**src/sba_pkg.sv**
```systemverilog
// Constants, register map and shared types of the sigma background alarm
package sba_pkg;

  // ==========================================================
  // Clock and timing
  localparam int unsigned CLK_HZ = 10_000_000;
  localparam int unsigned SECOND_S = 1;
  localparam int unsigned SEC_CYCLES_DEF = SECOND_S * CLK_HZ;
  localparam int unsigned BEEP_HALF_MS = 50;
  localparam int unsigned BEEP_HALF_DEF = BEEP_HALF_MS * (CLK_HZ / 1000);
  localparam int unsigned FILTER_TC_S = 20;
  localparam logic [5:0] SETTLE_S = 6'd60;
  localparam logic [3:0] LOSS_S = 4'd15;

  // ==========================================================
  // Number formats
  localparam int unsigned RATE_W = 16;
  localparam int unsigned FRAC_W = 8;
  localparam int unsigned BKG_W = RATE_W + FRAC_W;
  localparam logic [7:0] SIGMA_SCALE = 8'd10;
  localparam logic [2:0] SQRT_TOP_BIT = 3'd7;

  // ==========================================================
  // Register map (byte addresses)
  localparam int unsigned ADDR_W = 12;
  localparam logic [11:0] OFS_CTRL = 12'h000;
  localparam logic [11:0] OFS_SIGMA = 12'h004;
  localparam logic [11:0] OFS_CEIL = 12'h008;
  localparam logic [11:0] OFS_STATUS = 12'h00C;
  localparam logic [11:0] OFS_RATE = 12'h010;
  localparam logic [11:0] OFS_BKG = 12'h014;
  localparam logic [11:0] OFS_IRQ_STAT = 12'h018;
  localparam logic [11:0] OFS_IRQ_EN = 12'h01C;
  localparam logic [11:0] OFS_IRQ_CLR = 12'h020;
  localparam logic [11:0] OFS_ACK = 12'h024;

  // Field positions and reset values
  localparam int unsigned CTRL_LATCH_BIT = 0;
  localparam int unsigned ACK_BIT = 0;
  localparam int unsigned IRQ_W = 3;
  localparam int unsigned IRQ_SIGMA_BIT = 0;
  localparam int unsigned IRQ_CEIL_BIT = 1;
  localparam int unsigned IRQ_LOSS_BIT = 2;
  localparam logic [7:0] SIGMA_RST = 8'h1E;
  localparam logic [15:0] CEIL_RST = 16'h03E8;

  typedef struct packed {
    logic settled;
    logic det_loss;
    logic ceil_alarm;
    logic sigma_alarm;
  } sba_status_t;

  typedef enum logic [2:0] {
    SBA_IDLE = 3'b001,
    SBA_SQRT = 3'b010,
    SBA_CMP = 3'b100
  } sba_state_t;

endpackage

```
**src/sba_top.sv**
```systemverilog
// Sigma background alarm: pulse counting, filtering, alarms and APB slave
`timescale 1ns/1ns
// Behaviour
// - Floating limit is background plus sigma times square root of background.
// - Background estimate keeps updating every second while running.
// - Present rate is compared with the floating limit once per second.
// - Sigma multiplier is the software-set sigma register value in tenths.
// - Floating-limit trip starts fast beeping and lights the high indicator.
// - Fixed ceiling trips whenever rate exceeds stored ceiling, background aside.
// - Background uses a twenty-second time constant filter; displayed rate is the raw one-second count.
// - Floating-limit alarm held off for sixty seconds after reset.
// - Low alarm indicator is never driven active.
// - Both alarms drive the single high alarm indicator.
// - Detector loss indicated after fifteen seconds without any pulse.
// - Ceiling alarm clears itself when rate falls, unless latching is set.
module sba_top
  import sba_pkg::*;
#(
  parameter int unsigned SEC_CYCLES = SEC_CYCLES_DEF,
  parameter int unsigned BEEP_HALF = BEEP_HALF_DEF
)
(
  input wire logic pclk,
  input wire logic presetn,
  input wire logic psel,
  input wire logic penable,
  input wire logic pwrite,
  input wire logic [ADDR_W-1:0] paddr,
  input wire logic [31:0] pwdata,
  output logic [31:0] prdata,
  output logic pready,
  output logic pslverr,
  input wire logic det_pulse,
  output logic high_alarm_indicator,
  output logic low_alarm_indicator,
  output logic beeper,
  output logic detector_loss_indicator,
  output logic irq
);

  localparam logic [23:0] SEC_LAST = 24'(SEC_CYCLES - 1);
  localparam logic [19:0] BEEP_LAST = 20'(BEEP_HALF - 1);
  localparam logic [31:0] TC = 32'(FILTER_TC_S);

  // ==========================================================
  // Declarations
  logic pulse_d, pulse_edge, tick, seen, settled;
  logic sigma_alarm, ceil_alarm, sigma_hit, ceil_hit, latch_en;
  logic sigma_d, ceil_d, loss_d, setup, wr_en, ack, mapped;
  logic [23:0] sec_cnt;
  logic [RATE_W-1:0] count_acc, present_rate, sq_in, ceiling;
  logic [BKG_W-1:0] background_rate;
  logic [7:0] root, trial, sigma_mult;
  logic [2:0] bitn;
  logic [15:0] trial_sq;
  logic [16:0] thresh;
  logic [31:0] next_bkg, rd_data;
  sba_state_t state;
  logic [5:0] settle_secs;
  logic [3:0] quiet_secs;
  logic [IRQ_W-1:0] irq_stat, irq_en, irq_ev, irq_clr;
  logic [19:0] beep_cnt;
  sba_status_t status;
  assign pulse_edge = det_pulse & ~pulse_d;

  // ==========================================================
  // One-second timebase and pulse counting
  always_ff @(posedge pclk or negedge presetn)
  begin
    if (!presetn)
    begin
      sec_cnt <= 24'h000000;
      tick <= 1'b0;
      pulse_d <= 1'b0;
    end
    else
    begin
      pulse_d <= det_pulse;
      tick <= (sec_cnt == SEC_LAST);
      sec_cnt <= (sec_cnt == SEC_LAST) ? 24'h000000 : sec_cnt + 24'h000001;
    end
  end

  // Counter saturates so a huge field cannot wrap to a low rate
  always_ff @(posedge pclk or negedge presetn)
  begin
    if (!presetn)
      count_acc <= 16'h0000;
    else if (tick)
      count_acc <= {15'h0000, pulse_edge};
    else if (pulse_edge && count_acc != 16'hFFFF)
      count_acc <= count_acc + 16'h0001;
  end

  // ==========================================================
  // Square root, threshold and filter arithmetic
  always_comb
  begin
    trial = root | (8'h01 << bitn);
    trial_sq = 16'(trial * trial);
    thresh = {1'b0, background_rate[BKG_W-1:FRAC_W]}
      + 17'(32'(sigma_mult * root) / 32'(SIGMA_SCALE));
    sigma_hit = {1'b0, present_rate} > thresh;
    ceil_hit = present_rate > ceiling;
    // Exponential filter, one step per second
    next_bkg = (32'(background_rate) * (TC - 32'd1)
      + {8'h00, present_rate, 8'h00}) / TC;
  end

  always_ff @(posedge pclk or negedge presetn)
  begin
    if (!presetn)
    begin
      state <= SBA_IDLE;
      present_rate <= 16'h0000;
      sq_in <= 16'h0000;
      root <= 8'h00;
      bitn <= 3'h0;
      background_rate <= 24'h000000;
    end
    else
    begin
      unique case (state)
        SBA_IDLE:
          if (tick)
          begin
            present_rate <= count_acc;
            sq_in <= background_rate[BKG_W-1:FRAC_W];
            root <= 8'h00;
            bitn <= SQRT_TOP_BIT;
            state <= SBA_SQRT;
          end
        SBA_SQRT:
        begin
          if (trial_sq <= sq_in)
            root <= trial;
          if (bitn == 3'h0)
            state <= SBA_CMP;
          else
            bitn <= bitn - 3'h1;
        end
        SBA_CMP:
        begin
          background_rate <= next_bkg[BKG_W-1:0];
          state <= SBA_IDLE;
        end
      endcase
    end
  end

  // ==========================================================
  // Settling, alarms and detector loss
  assign settled = (settle_secs == SETTLE_S);

  always_ff @(posedge pclk or negedge presetn)
  begin
    if (!presetn)
      settle_secs <= 6'h00;
    else if (state == SBA_CMP && !settled)
      settle_secs <= settle_secs + 6'h01;
  end

  // Compare wins over acknowledge: a trip still present re-arms at once
  always_ff @(posedge pclk or negedge presetn)
  begin
    if (!presetn)
    begin
      sigma_alarm <= 1'b0;
      ceil_alarm <= 1'b0;
    end
    else if (state == SBA_CMP)
    begin
      sigma_alarm <= (settled && sigma_hit)
        || (latch_en && sigma_alarm && !ack);
      ceil_alarm <= ceil_hit
        || (latch_en && ceil_alarm && !ack);
    end
    else if (ack)
    begin
      sigma_alarm <= 1'b0;
      ceil_alarm <= 1'b0;
    end
  end

  always_ff @(posedge pclk or negedge presetn)
  begin
    if (!presetn)
    begin
      seen <= 1'b0;
      quiet_secs <= 4'h0;
      detector_loss_indicator <= 1'b0;
    end
    else
    begin
      if (pulse_edge)
        seen <= 1'b1;
      else if (state == SBA_CMP)
        seen <= 1'b0;
      if (pulse_edge)
      begin
        quiet_secs <= 4'h0;
        detector_loss_indicator <= 1'b0;
      end
      else if (state == SBA_CMP)
      begin
        if (seen)
          quiet_secs <= 4'h0;
        else if (quiet_secs != LOSS_S)
          quiet_secs <= quiet_secs + 4'h1;
        if (!seen && quiet_secs >= LOSS_S - 4'h1)
          detector_loss_indicator <= 1'b1;
      end
    end
  end

  // ==========================================================
  // Indicators and beeper
  always_ff @(posedge pclk or negedge presetn)
  begin
    if (!presetn)
    begin
      high_alarm_indicator <= 1'b0;
      low_alarm_indicator <= 1'b0;
      beeper <= 1'b0;
      beep_cnt <= 20'h00000;
    end
    else
    begin
      high_alarm_indicator <= sigma_alarm | ceil_alarm;
      low_alarm_indicator <= 1'b0;
      if (!(sigma_alarm | ceil_alarm))
      begin
        beeper <= 1'b0;
        beep_cnt <= 20'h00000;
      end
      else if (beep_cnt == BEEP_LAST)
      begin
        beeper <= ~beeper;
        beep_cnt <= 20'h00000;
      end
      else
        beep_cnt <= beep_cnt + 20'h00001;
    end
  end

  // ==========================================================
  // Interrupts
  assign irq_ev = {detector_loss_indicator & ~loss_d,
    ceil_alarm & ~ceil_d, sigma_alarm & ~sigma_d};

  always_ff @(posedge pclk or negedge presetn)
  begin
    if (!presetn)
    begin
      sigma_d <= 1'b0;
      ceil_d <= 1'b0;
      loss_d <= 1'b0;
      irq_stat <= 3'h0;
      irq <= 1'b0;
    end
    else
    begin
      sigma_d <= sigma_alarm;
      ceil_d <= ceil_alarm;
      loss_d <= detector_loss_indicator;
      // Set wins over a clear in the same cycle
      irq_stat <= (irq_stat & ~irq_clr) | irq_ev;
      irq <= |(irq_stat & irq_en);
    end
  end

  // ==========================================================
  // APB slave, zero wait states on every transfer
  assign setup = psel & ~penable;
  assign wr_en = psel & penable & pready & pwrite;
  assign ack = wr_en && paddr == OFS_ACK && pwdata[ACK_BIT];
  assign irq_clr = (wr_en && paddr == OFS_IRQ_CLR) ? pwdata[IRQ_W-1:0] : 3'h0;

  always_comb
  begin
    status.settled = settled;
    status.det_loss = detector_loss_indicator;
    status.ceil_alarm = ceil_alarm;
    status.sigma_alarm = sigma_alarm;
    mapped = 1'b1;
    rd_data = 32'h00000000;
    case (paddr)
      OFS_CTRL: rd_data = {31'h00000000, latch_en};
      OFS_SIGMA: rd_data = {24'h000000, sigma_mult};
      OFS_CEIL: rd_data = {16'h0000, ceiling};
      OFS_STATUS: rd_data = {28'h0000000, status};
      OFS_RATE: rd_data = {16'h0000, present_rate};
      OFS_BKG: rd_data = {8'h00, background_rate};
      OFS_IRQ_STAT: rd_data = {29'h00000000, irq_stat};
      OFS_IRQ_EN: rd_data = {29'h00000000, irq_en};
      OFS_IRQ_CLR: rd_data = 32'h00000000;
      OFS_ACK: rd_data = 32'h00000000;
      default: mapped = 1'b0;
    endcase
  end

  always_ff @(posedge pclk or negedge presetn)
  begin
    if (!presetn)
    begin
      pready <= 1'b0;
      pslverr <= 1'b0;
      prdata <= 32'h00000000;
    end
    else
    begin
      pready <= setup;
      pslverr <= setup & ~mapped;
      prdata <= (setup && !pwrite) ? rd_data : 32'h00000000;
    end
  end

  always_ff @(posedge pclk or negedge presetn)
  begin
    if (!presetn)
    begin
      latch_en <= 1'b0;
      sigma_mult <= SIGMA_RST;
      ceiling <= CEIL_RST;
      irq_en <= 3'h0;
    end
    else if (wr_en)
    begin
      case (paddr)
        OFS_CTRL: latch_en <= pwdata[CTRL_LATCH_BIT];
        OFS_SIGMA: sigma_mult <= pwdata[7:0];
        OFS_CEIL: ceiling <= pwdata[RATE_W-1:0];
        OFS_IRQ_EN: irq_en <= pwdata[IRQ_W-1:0];
        default: ;
      endcase
    end
  end
endmodule

```
**config.mk**
```make
export PLATFORM = sky130hd
export DESIGN_NAME = sba_top
export DESIGN_NICKNAME = d
export VERILOG_FILES = /design/src/sba_pkg.sv /design/src/sba_top.sv
export SDC_FILE = /design/constraint.sdc
export NUM_CORES = 1
export LEC_CHECK = 0
export ABC_AREA = 1
export BUFFER_PORTS_ARGS = -buffer_cell sky130_fd_sc_hd__buf_2
export CAP_MARGIN = 10
export CORE_AREA = 2 2 236 168
export CTS_CLUSTER_SIZE = 40
export DETAILED_ROUTE_END_ITERATION = 8
export DIE_AREA = 0 0 238 170
export PLACE_DENSITY_LB_ADDON = 0.2
export SYNTH_ARGS = -nofsm -noshare
export SYNTH_HDL_FRONTEND = slang
export SYNTH_SLANG_ARGS = --single-unit
```
**constraint.sdc**
```tcl
create_clock -name pclk -period 18.3 [get_ports pclk]
set_input_delay 1.83 -clock pclk [delete_from_list [all_inputs] [get_ports pclk]]
set_output_delay 1.83 -clock pclk [all_outputs]
set_load 0.005 [all_outputs]
```
== Yosys cells after proc, flatten, opt, wreduce, memory -nomap -nowiden ==
Index checks and enable logic that the tools add are counted.
Word-level totals
  flip-flop bits (word level): 217
  latch bits: 0
  RAM bits: 0
  bits in read-only memories: 0
  input port bits: 50
  output and inout bits: 39
  word-level logic and storage cells: 163
  memories: 0
Cells by class
  add/sub/neg operators: 8
  multiply operators: 3
  divide/modulo/power cells: 2
  order comparisons: 4
  eq/ne operators: 22
  shift operators: 1
  muxes and demuxes: 32
  bitwise gates (word level): 22
  reductions and logical operators: 38
Operators by type and width (count)
  $pmux W24 S8: 1
  $eq A12 B5 Y1 const B: 4
  $mux W20: 2
  $div A16 B4 Y32 const B: 1
  $div A32 B5 Y32 const B: 1
  $mul A8 B8 Y16: 2
  $mux W16: 2
  $mux W32: 1
  $add A29 B24 Y30: 1
  $mul A24 B5 Y29 const B: 1
  $add A24 B1 Y24 const B: 1
  $eq A12 B4 Y1 const B: 2
  $eq A12 B6 Y1 const B: 2
  $eq A24 B24 Y1 const B: 1
  $mux W24: 1
  $add A20 B1 Y20 const B: 1
  $eq A20 B19 Y1 const B: 1
  $add A16 B17 Y17: 1
  $gt A16 B17 Y1: 1
  $add A16 B1 Y16 const B: 1
  $gt A16 B16 Y1: 1
  $le A16 B16 Y1: 1
  $mux W4: 4
  $mux W8: 2
  other kinds (37): 96

== Longest topological paths before layout ==
  depth in word-level cells: 9
  depth in mapped cells: 133
  depth with buffers taken out: 132

== Worst setup path after synthesis ==
No wires, ideal clock.
  kind: register to register
  from: register sigma_mult[1]
  to: register sigma_alarm
  library setup time: 0.120 ns
  arrival time: 15.443 ns
  data required time: 18.180 ns
  setup slack: 2.736 ns
  cell stages (with the launch flop): 111
  path buffers: 5
  period minus slack after synthesis: 15.564 ns
  path through: dfstp_2 -> clkbuf_1 -> nand2_1 -> fa_1 -> inv_1 -> fa_1 -> fa_1 -> fa_1 -> ha_1 -> a21oi_1 -> o21a_1 -> o21ai_2 -> a21oi_1 -> o21bai_2 -> a21oi_1 -> o21bai_2 -> xor2_2 -> clkinv_1 -> (+75 left out) -> nor2_1 -> nor2_1 -> o21bai_1 -> a21oi_1 -> o21bai_1 -> nand3_1 -> nand2_1 -> a21oi_1 -> o21ai_0 -> a21oi_1 -> nor2_1 -> xor2_1 -> ha_1 -> nand2_1 -> nor4_1 -> a311oi_1 -> and3_1 -> a31o_2
On the way
  word-level cells in the longest chain between the ends: 7
RTL lines
  start: declaration: line sba_top.sv:53  | logic [7:0] root, trial, sigma_mult;
  start signal: assignment: line sba_top.sv:331  | OFS_SIGMA: sigma_mult <= pwdata[7:0];
  $mul A8 B8 Y16: line sba_top.sv:102  | + 17'(32'(sigma_mult * root) / 32'(SIGMA_SCALE));
  $div A16 B4 Y32: line sba_top.sv:102
  $add A16 B17 Y17: line sba_top.sv:102
  $gt A16 B17 Y1: line sba_top.sv:103  | sigma_hit = {1'b0, present_rate} > thresh;
  $logic_and A1 B1 Y1: line sba_top.sv:173  | sigma_alarm <= (settled && sigma_hit)
  $logic_or A1 B1 Y1: line sba_top.sv:174  | || (latch_en && sigma_alarm && !ack);
  $mux W1: line sba_top.sv:171  | else if (state == SBA_CMP)
  end signal: assignment: line sba_top.sv:173
  end: declaration: line sba_top.sv:48  | logic sigma_alarm, ceil_alarm, sigma_hit, ceil_hit, latch_en;
No other way between the ends.
A chain may end at the register's enable or synchronous reset.

== Worst setup path in the final report ==
  from: register sigma_mult[3]
  to: register sigma_alarm
The elaborated chain is that of the path after synthesis.

==> qor_table.md <==
| Step | Quantity | Reported |
|---|---|---|
| floorplanning | Starting utilization of the core area | 0.6056 |
| sta | Max Clk Rate | 0.05712 GHz |
| worst setup path | Critical Path Most Common Cell | sky130_fd_sc_hd__nand2_1 |
| sta | Hold Violations, Final | 0 |
| worst setup path | CP required | 18.72 ns |
| worst setup path | Data arrival time of the critical path | 17.93 ns |
| routing | Final routed wire length divided by cell count | 15.50 um |
| cts | CTS sink count | 209 |
| hold path | Hold Crit Start | detector_loss_indicator$_DFFE_PN0P_ |
| floorplanning | Y dimension of the die | 170 um |
| pwr | Worst vdd rail ir drop | 0.06491 mV |
| place | Placed wire-length estimate after detailed placement | 48.92 mm |
| synth | Ys async rst share | 1.000 |
| worst setup path | Flop-to-flop setup slack | 0.79 ns |
| worst setup path | Setup crit end | sigma_alarm$_DFFE_PN0P_ |
| status | Run status | finished, final reports clean |
| global routing | Vias in the first global route | 20480 |
| global routing | GRT Util Overall | 0.3034 |
| global routing | Largest net degree at the start of global routing | 75 |
| cts | Clock-pin slew on the worst setup and hold paths | 0.07 ns |
| cells and area | Antenna cell count | 0 |
| routing | Ratio of routed vias to standard cells | 5.511 |
| place | Final Wtd Congestion | 0.9735 |
| flow run | Max-cap violation count | 0 |
| floorplanning | Die area | 40460 um^2 |
| cts | Clock buffer count from CTS | 22 |
| cts | Hold-fix buffers, CTS | 0 |
| routing | Drt first-iter violations | 1727 |
| sta | Period utilisation layout | 0.9567 |
| sta | Shortest period the worst path allows | 17.51 ns |
| cells and area | Share of the core filled with cells | 0.6695 |
| sta | Max_slew headroom | 0.3593 |
| sta | Slew of the pin with the lowest slew margin | 0.9587 ns |
| cts | Clock latency reported for the late side of the worst-skew pair | 0.54 ns |
| worst setup path | Critical path start-end classification | reg2reg |
| synth | Synthesized instance count | 3369 |
| routing | Post-detailed-route count of antenna-violating nets | 0 |
| cells and area | Total non-filler cell area in the finished layout | 25530 um^2 |
| cells and area | Final #Nets | 3841 |
| synth | Number of enable-type register cells in the synthesized netlist | 0 |
| cts | Number of H-tree branching levels | 1 |
| pwr | Total power consumption of the routed design | 0.9397 mW |
| sta | Setup TNS Final | 0 ns |
| worst setup path | Master of the slowest instance on the critical path | sky130_fd_sc_hd__fa_1 |
| hold path | Hold Path Class | reg2reg |
| worst setup path | Crit path launch type | flip-flop |
| synth | Yosys synthesis warning count | 0 |
| cells and area | Share of layout cells above drive strength 1 | 0.1107 |
| worst setup path | Max FO, Critical Path | 8 |
| worst setup path | Largest stage delay on the critical path | 0.55 ns |
| worst setup path | Length in cells of the worst reg-to-reg path | 114 |
| place | Total of buffers placed on input and output ports | 63 |
| worst setup path | CP endpoint kind | flip-flop |
| floorplanning | Number of primary I/O pins | 89 |
| synth | Primary FF master, synth | sky130_fd_sc_hd__dfrtp_1 |
| routing | Pre-Repair DR Iteration Count | 7 |
| worst setup path | Reg2Reg Launch Point | sigma_mult[3]$_DFFE_PN1P_ |
| cells and area | Area Growth Syn to Fin | 10.55% |
| synth | Per-instance average area after synthesis | 6.855 um^2 |
| routing | Vias after detailed routing | 22090 |
| floorplanning | DIE WIDTH | 238 um |
| worst setup path | Endpoint of the most critical register-to-register path | sigma_alarm$_DFFE_PN0P_ |
| global routing | Remaining Overflow, GRT | 0 |
| synth | Number of distinct standard cells referenced by the synthesized netlist | 71 |
| floorplanning | Number of placement rows | 60 |
| pwr | Static power due to leakage | 14.77 nW |
| synth | Portion of the post-synthesis area used by sequential elements | 0.2270 |
| routing | Total Routed Length | 62.15 mm |
| sta | Worst setup skew after layout | 0.01428 ns |
| global routing | Global-route wire length before repair | 100.6 mm |
| worst setup path | Critical path launch point | sigma_mult[3]$_DFFE_PN1P_ |
| synth | Number of synthesized register bits | 209 |
| floorplanning | Core outline area | 38140 um^2 |
| cts | CTS tree | yes |
| sta | Setup-violating endpoint count in the final report | 0 |
| routing | DRC | 0 |
| cells and area | Fill cell total of the finished layout | 3292 |
| synth | Syn Std Cell Area | 23100 um^2 |
| cts | Cell at the root of the clock tree | sky130_fd_sc_hd__clkbuf_16 |
| cts | Maximum clock insertion buffer count | 3 |
| pwr | Power density over the cells | 36.80 nW/um^2 |
| sta | Max-slew violation count | 0 |
| sta | Hold Worst Slack | 0.4144 ns |
| place | Placed standard-cell area | 23960 um^2 |
| global routing | Number of antenna violations at the first check in global routing | 0 |
how the worst min path moves through the flow:
stage	endpoint	slack, ns	cells past startpoint
5_1_grt	loss_d$_DFF_PN0_	0.42	0
6_report	loss_d$_DFF_PN0_	0.41	0
2_1_floorplan	sigma_d$_DFF_PN0_	0.40	0
3_3_place_gp	loss_d$_DFF_PN0_	0.40	0
3_5_place_dp	loss_d$_DFF_PN0_	0.40	0
4_1_cts	loss_d$_DFF_PN0_	0.42	0
cell usage in the layout (no fill, tap or decap), types with 8 or more instances in the layout:
master and n:
sky130_fd_sc_hd__a21oi_1 128, sky130_fd_sc_hd__nand2_1 868, sky130_fd_sc_hd__nand2_2 31, sky130_fd_sc_hd__o21ai_1 19
sky130_fd_sc_hd__xnor2_1 38, sky130_fd_sc_hd__o21bai_1 22, sky130_fd_sc_hd__buf_4 90, sky130_fd_sc_hd__dfstp_2 10
sky130_fd_sc_hd__ha_1 192, sky130_fd_sc_hd__nand4_1 70, sky130_fd_sc_hd__xor2_1 62, sky130_fd_sc_hd__nand3_2 18
sky130_fd_sc_hd__nand2_4 19, sky130_fd_sc_hd__nor3_1 47, sky130_fd_sc_hd__o21ai_0 138, sky130_fd_sc_hd__clkbuf_1 8
sky130_fd_sc_hd__clkinv_1 13, sky130_fd_sc_hd__nor2_1 240, sky130_fd_sc_hd__inv_1 627, sky130_fd_sc_hd__conb_1 9
sky130_fd_sc_hd__o22ai_1 11, sky130_fd_sc_hd__nand3b_1 14, sky130_fd_sc_hd__inv_2 32, sky130_fd_sc_hd__nor2_4 13
sky130_fd_sc_hd__fa_1 99, sky130_fd_sc_hd__a211oi_1 8, sky130_fd_sc_hd__clkbuf_16 23, sky130_fd_sc_hd__nor4_1 18
sky130_fd_sc_hd__buf_2 62, sky130_fd_sc_hd__nor2_2 12, sky130_fd_sc_hd__nand3_4 13, sky130_fd_sc_hd__nand3_1 234
sky130_fd_sc_hd__dfrtp_1 197
sequential cells by signal (all words and copies together) (netlist names), 4 cells and up:
name	count
root	8
beep_cnt	20
count_acc	16
sq_in	16
present_rate	16
ceiling	16
settle_secs	6
sigma_mult	8
background_rate	24
sec_cnt	24
quiet_secs	4
prdata	24
power by group:
part / switching, mW / internal [mW] / total, mW
sequential: 0.00393 / 0.468 / 0.472
combinational: 0.0227 / 0.00830 / 0.0310
clock: 0.196 / 0.240 / 0.437
cell families (layout without fill, tap and decap cells):
group / Yosys count / in the layout / synth area share
multiplexers: 1 / 1 / 0.0004875
buffers and inverters: 737 / 869 / 0.1252
adder cells (fa/ha/maj): 294 / 294 / 0.1915
AO/OA/AOI/OAI: 389 / 389 / 0.09844
other: 1 / 9 / 0.0001624
XOR/XNOR: 109 / 109 / 0.04296
AND/OR/NAND/NOR: 1629 / 1633 / 0.3143
flip-flops: 209 / 209 / 0.2270
critical path, delay by kind of cell (launching register included):
family,cells,cell delay [ns]
DFF,1,0.53
xor gates and xnor gates,5,0.92
and+or+nand+nor,62,7.79
adders and majority gates,9,3.41
buffers and inverters,18,1.72
AOI/OAI and AO/OA,20,2.97
per-layer routing:
layer / global-route usage / share of wire
met5: 0 / 0
met2: 0.4694 / 0.43
met1: 0.4503 / 0.47
met4: 0.03668 / 0.012
met3: 0.06229 / 0.090
synth_stat cells (all sizes together) (2+ instances only):
library cell | count | area [um^2]
a211oi | 8 | 60.06
a21o | 7 | 52.55
a21oi | 136 | 733.2
a221oi | 6 | 52.55
a31o | 3 | 26.28
a31oi | 8 | 56.30
a41oi | 7 | 61.31
and2 | 4 | 25.02
and3 | 2 | 12.51
buf | 20 | 162.7
clkbuf | 41 | 157.6
clkinv | 15 | 56.30
dfrtp | 198 | 4955
dfstp | 11 | 289.0
fa | 99 | 1982
ha | 195 | 2440
inv | 659 | 2479
nand2 | 918 | 3586
nand3 | 262 | 1429
nand3b | 14 | 105.1
nand4 | 70 | 437.9
nor2 | 268 | 1140
nor3 | 50 | 250.2
nor3b | 7 | 52.55
nor4 | 19 | 118.9
o2111ai | 3 | 26.28
o211ai | 7 | 57.55
o21a | 2 | 15.01
o21ai | 160 | 812.0
o21bai | 25 | 198.9
o22ai | 11 | 68.82
or2 | 11 | 71.32
or4 | 2 | 15.01
xnor2 | 40 | 350.3
xor2 | 69 | 641.9
through the flow:
stage               setup slack (ns)  std cells
floorplan                      2.736       3377
global placement              0.2480       3904
detailed placement           -0.1758       3904
CTS                          0.06260       3948
global route                 -0.2285       4009
finish                        0.7918       4009
what timing repair did:
action                     in CTS  in global routing
gates cloned                    0                  4
pin swaps                       1                 44
gates resized for setup         1                 88
buffers inserted                4                 57
setup endpoints to repair       1                  1
final cells by class:
type,instances,area [um^2],area share
Clock buffer,33,633.1,0.02480
Multi-Input combinational cell,2435,15420,0.6041
Sequential cell,209,5249,0.2056
Clock inverter,7,41.29,0.001617
Inverter,675,2546,0.09972
Timing Repair Buffer,154,1020,0.03994
Tap cell,496,620.6,0.02431
No activity file was read; power rests on OpenSTA's default activity.
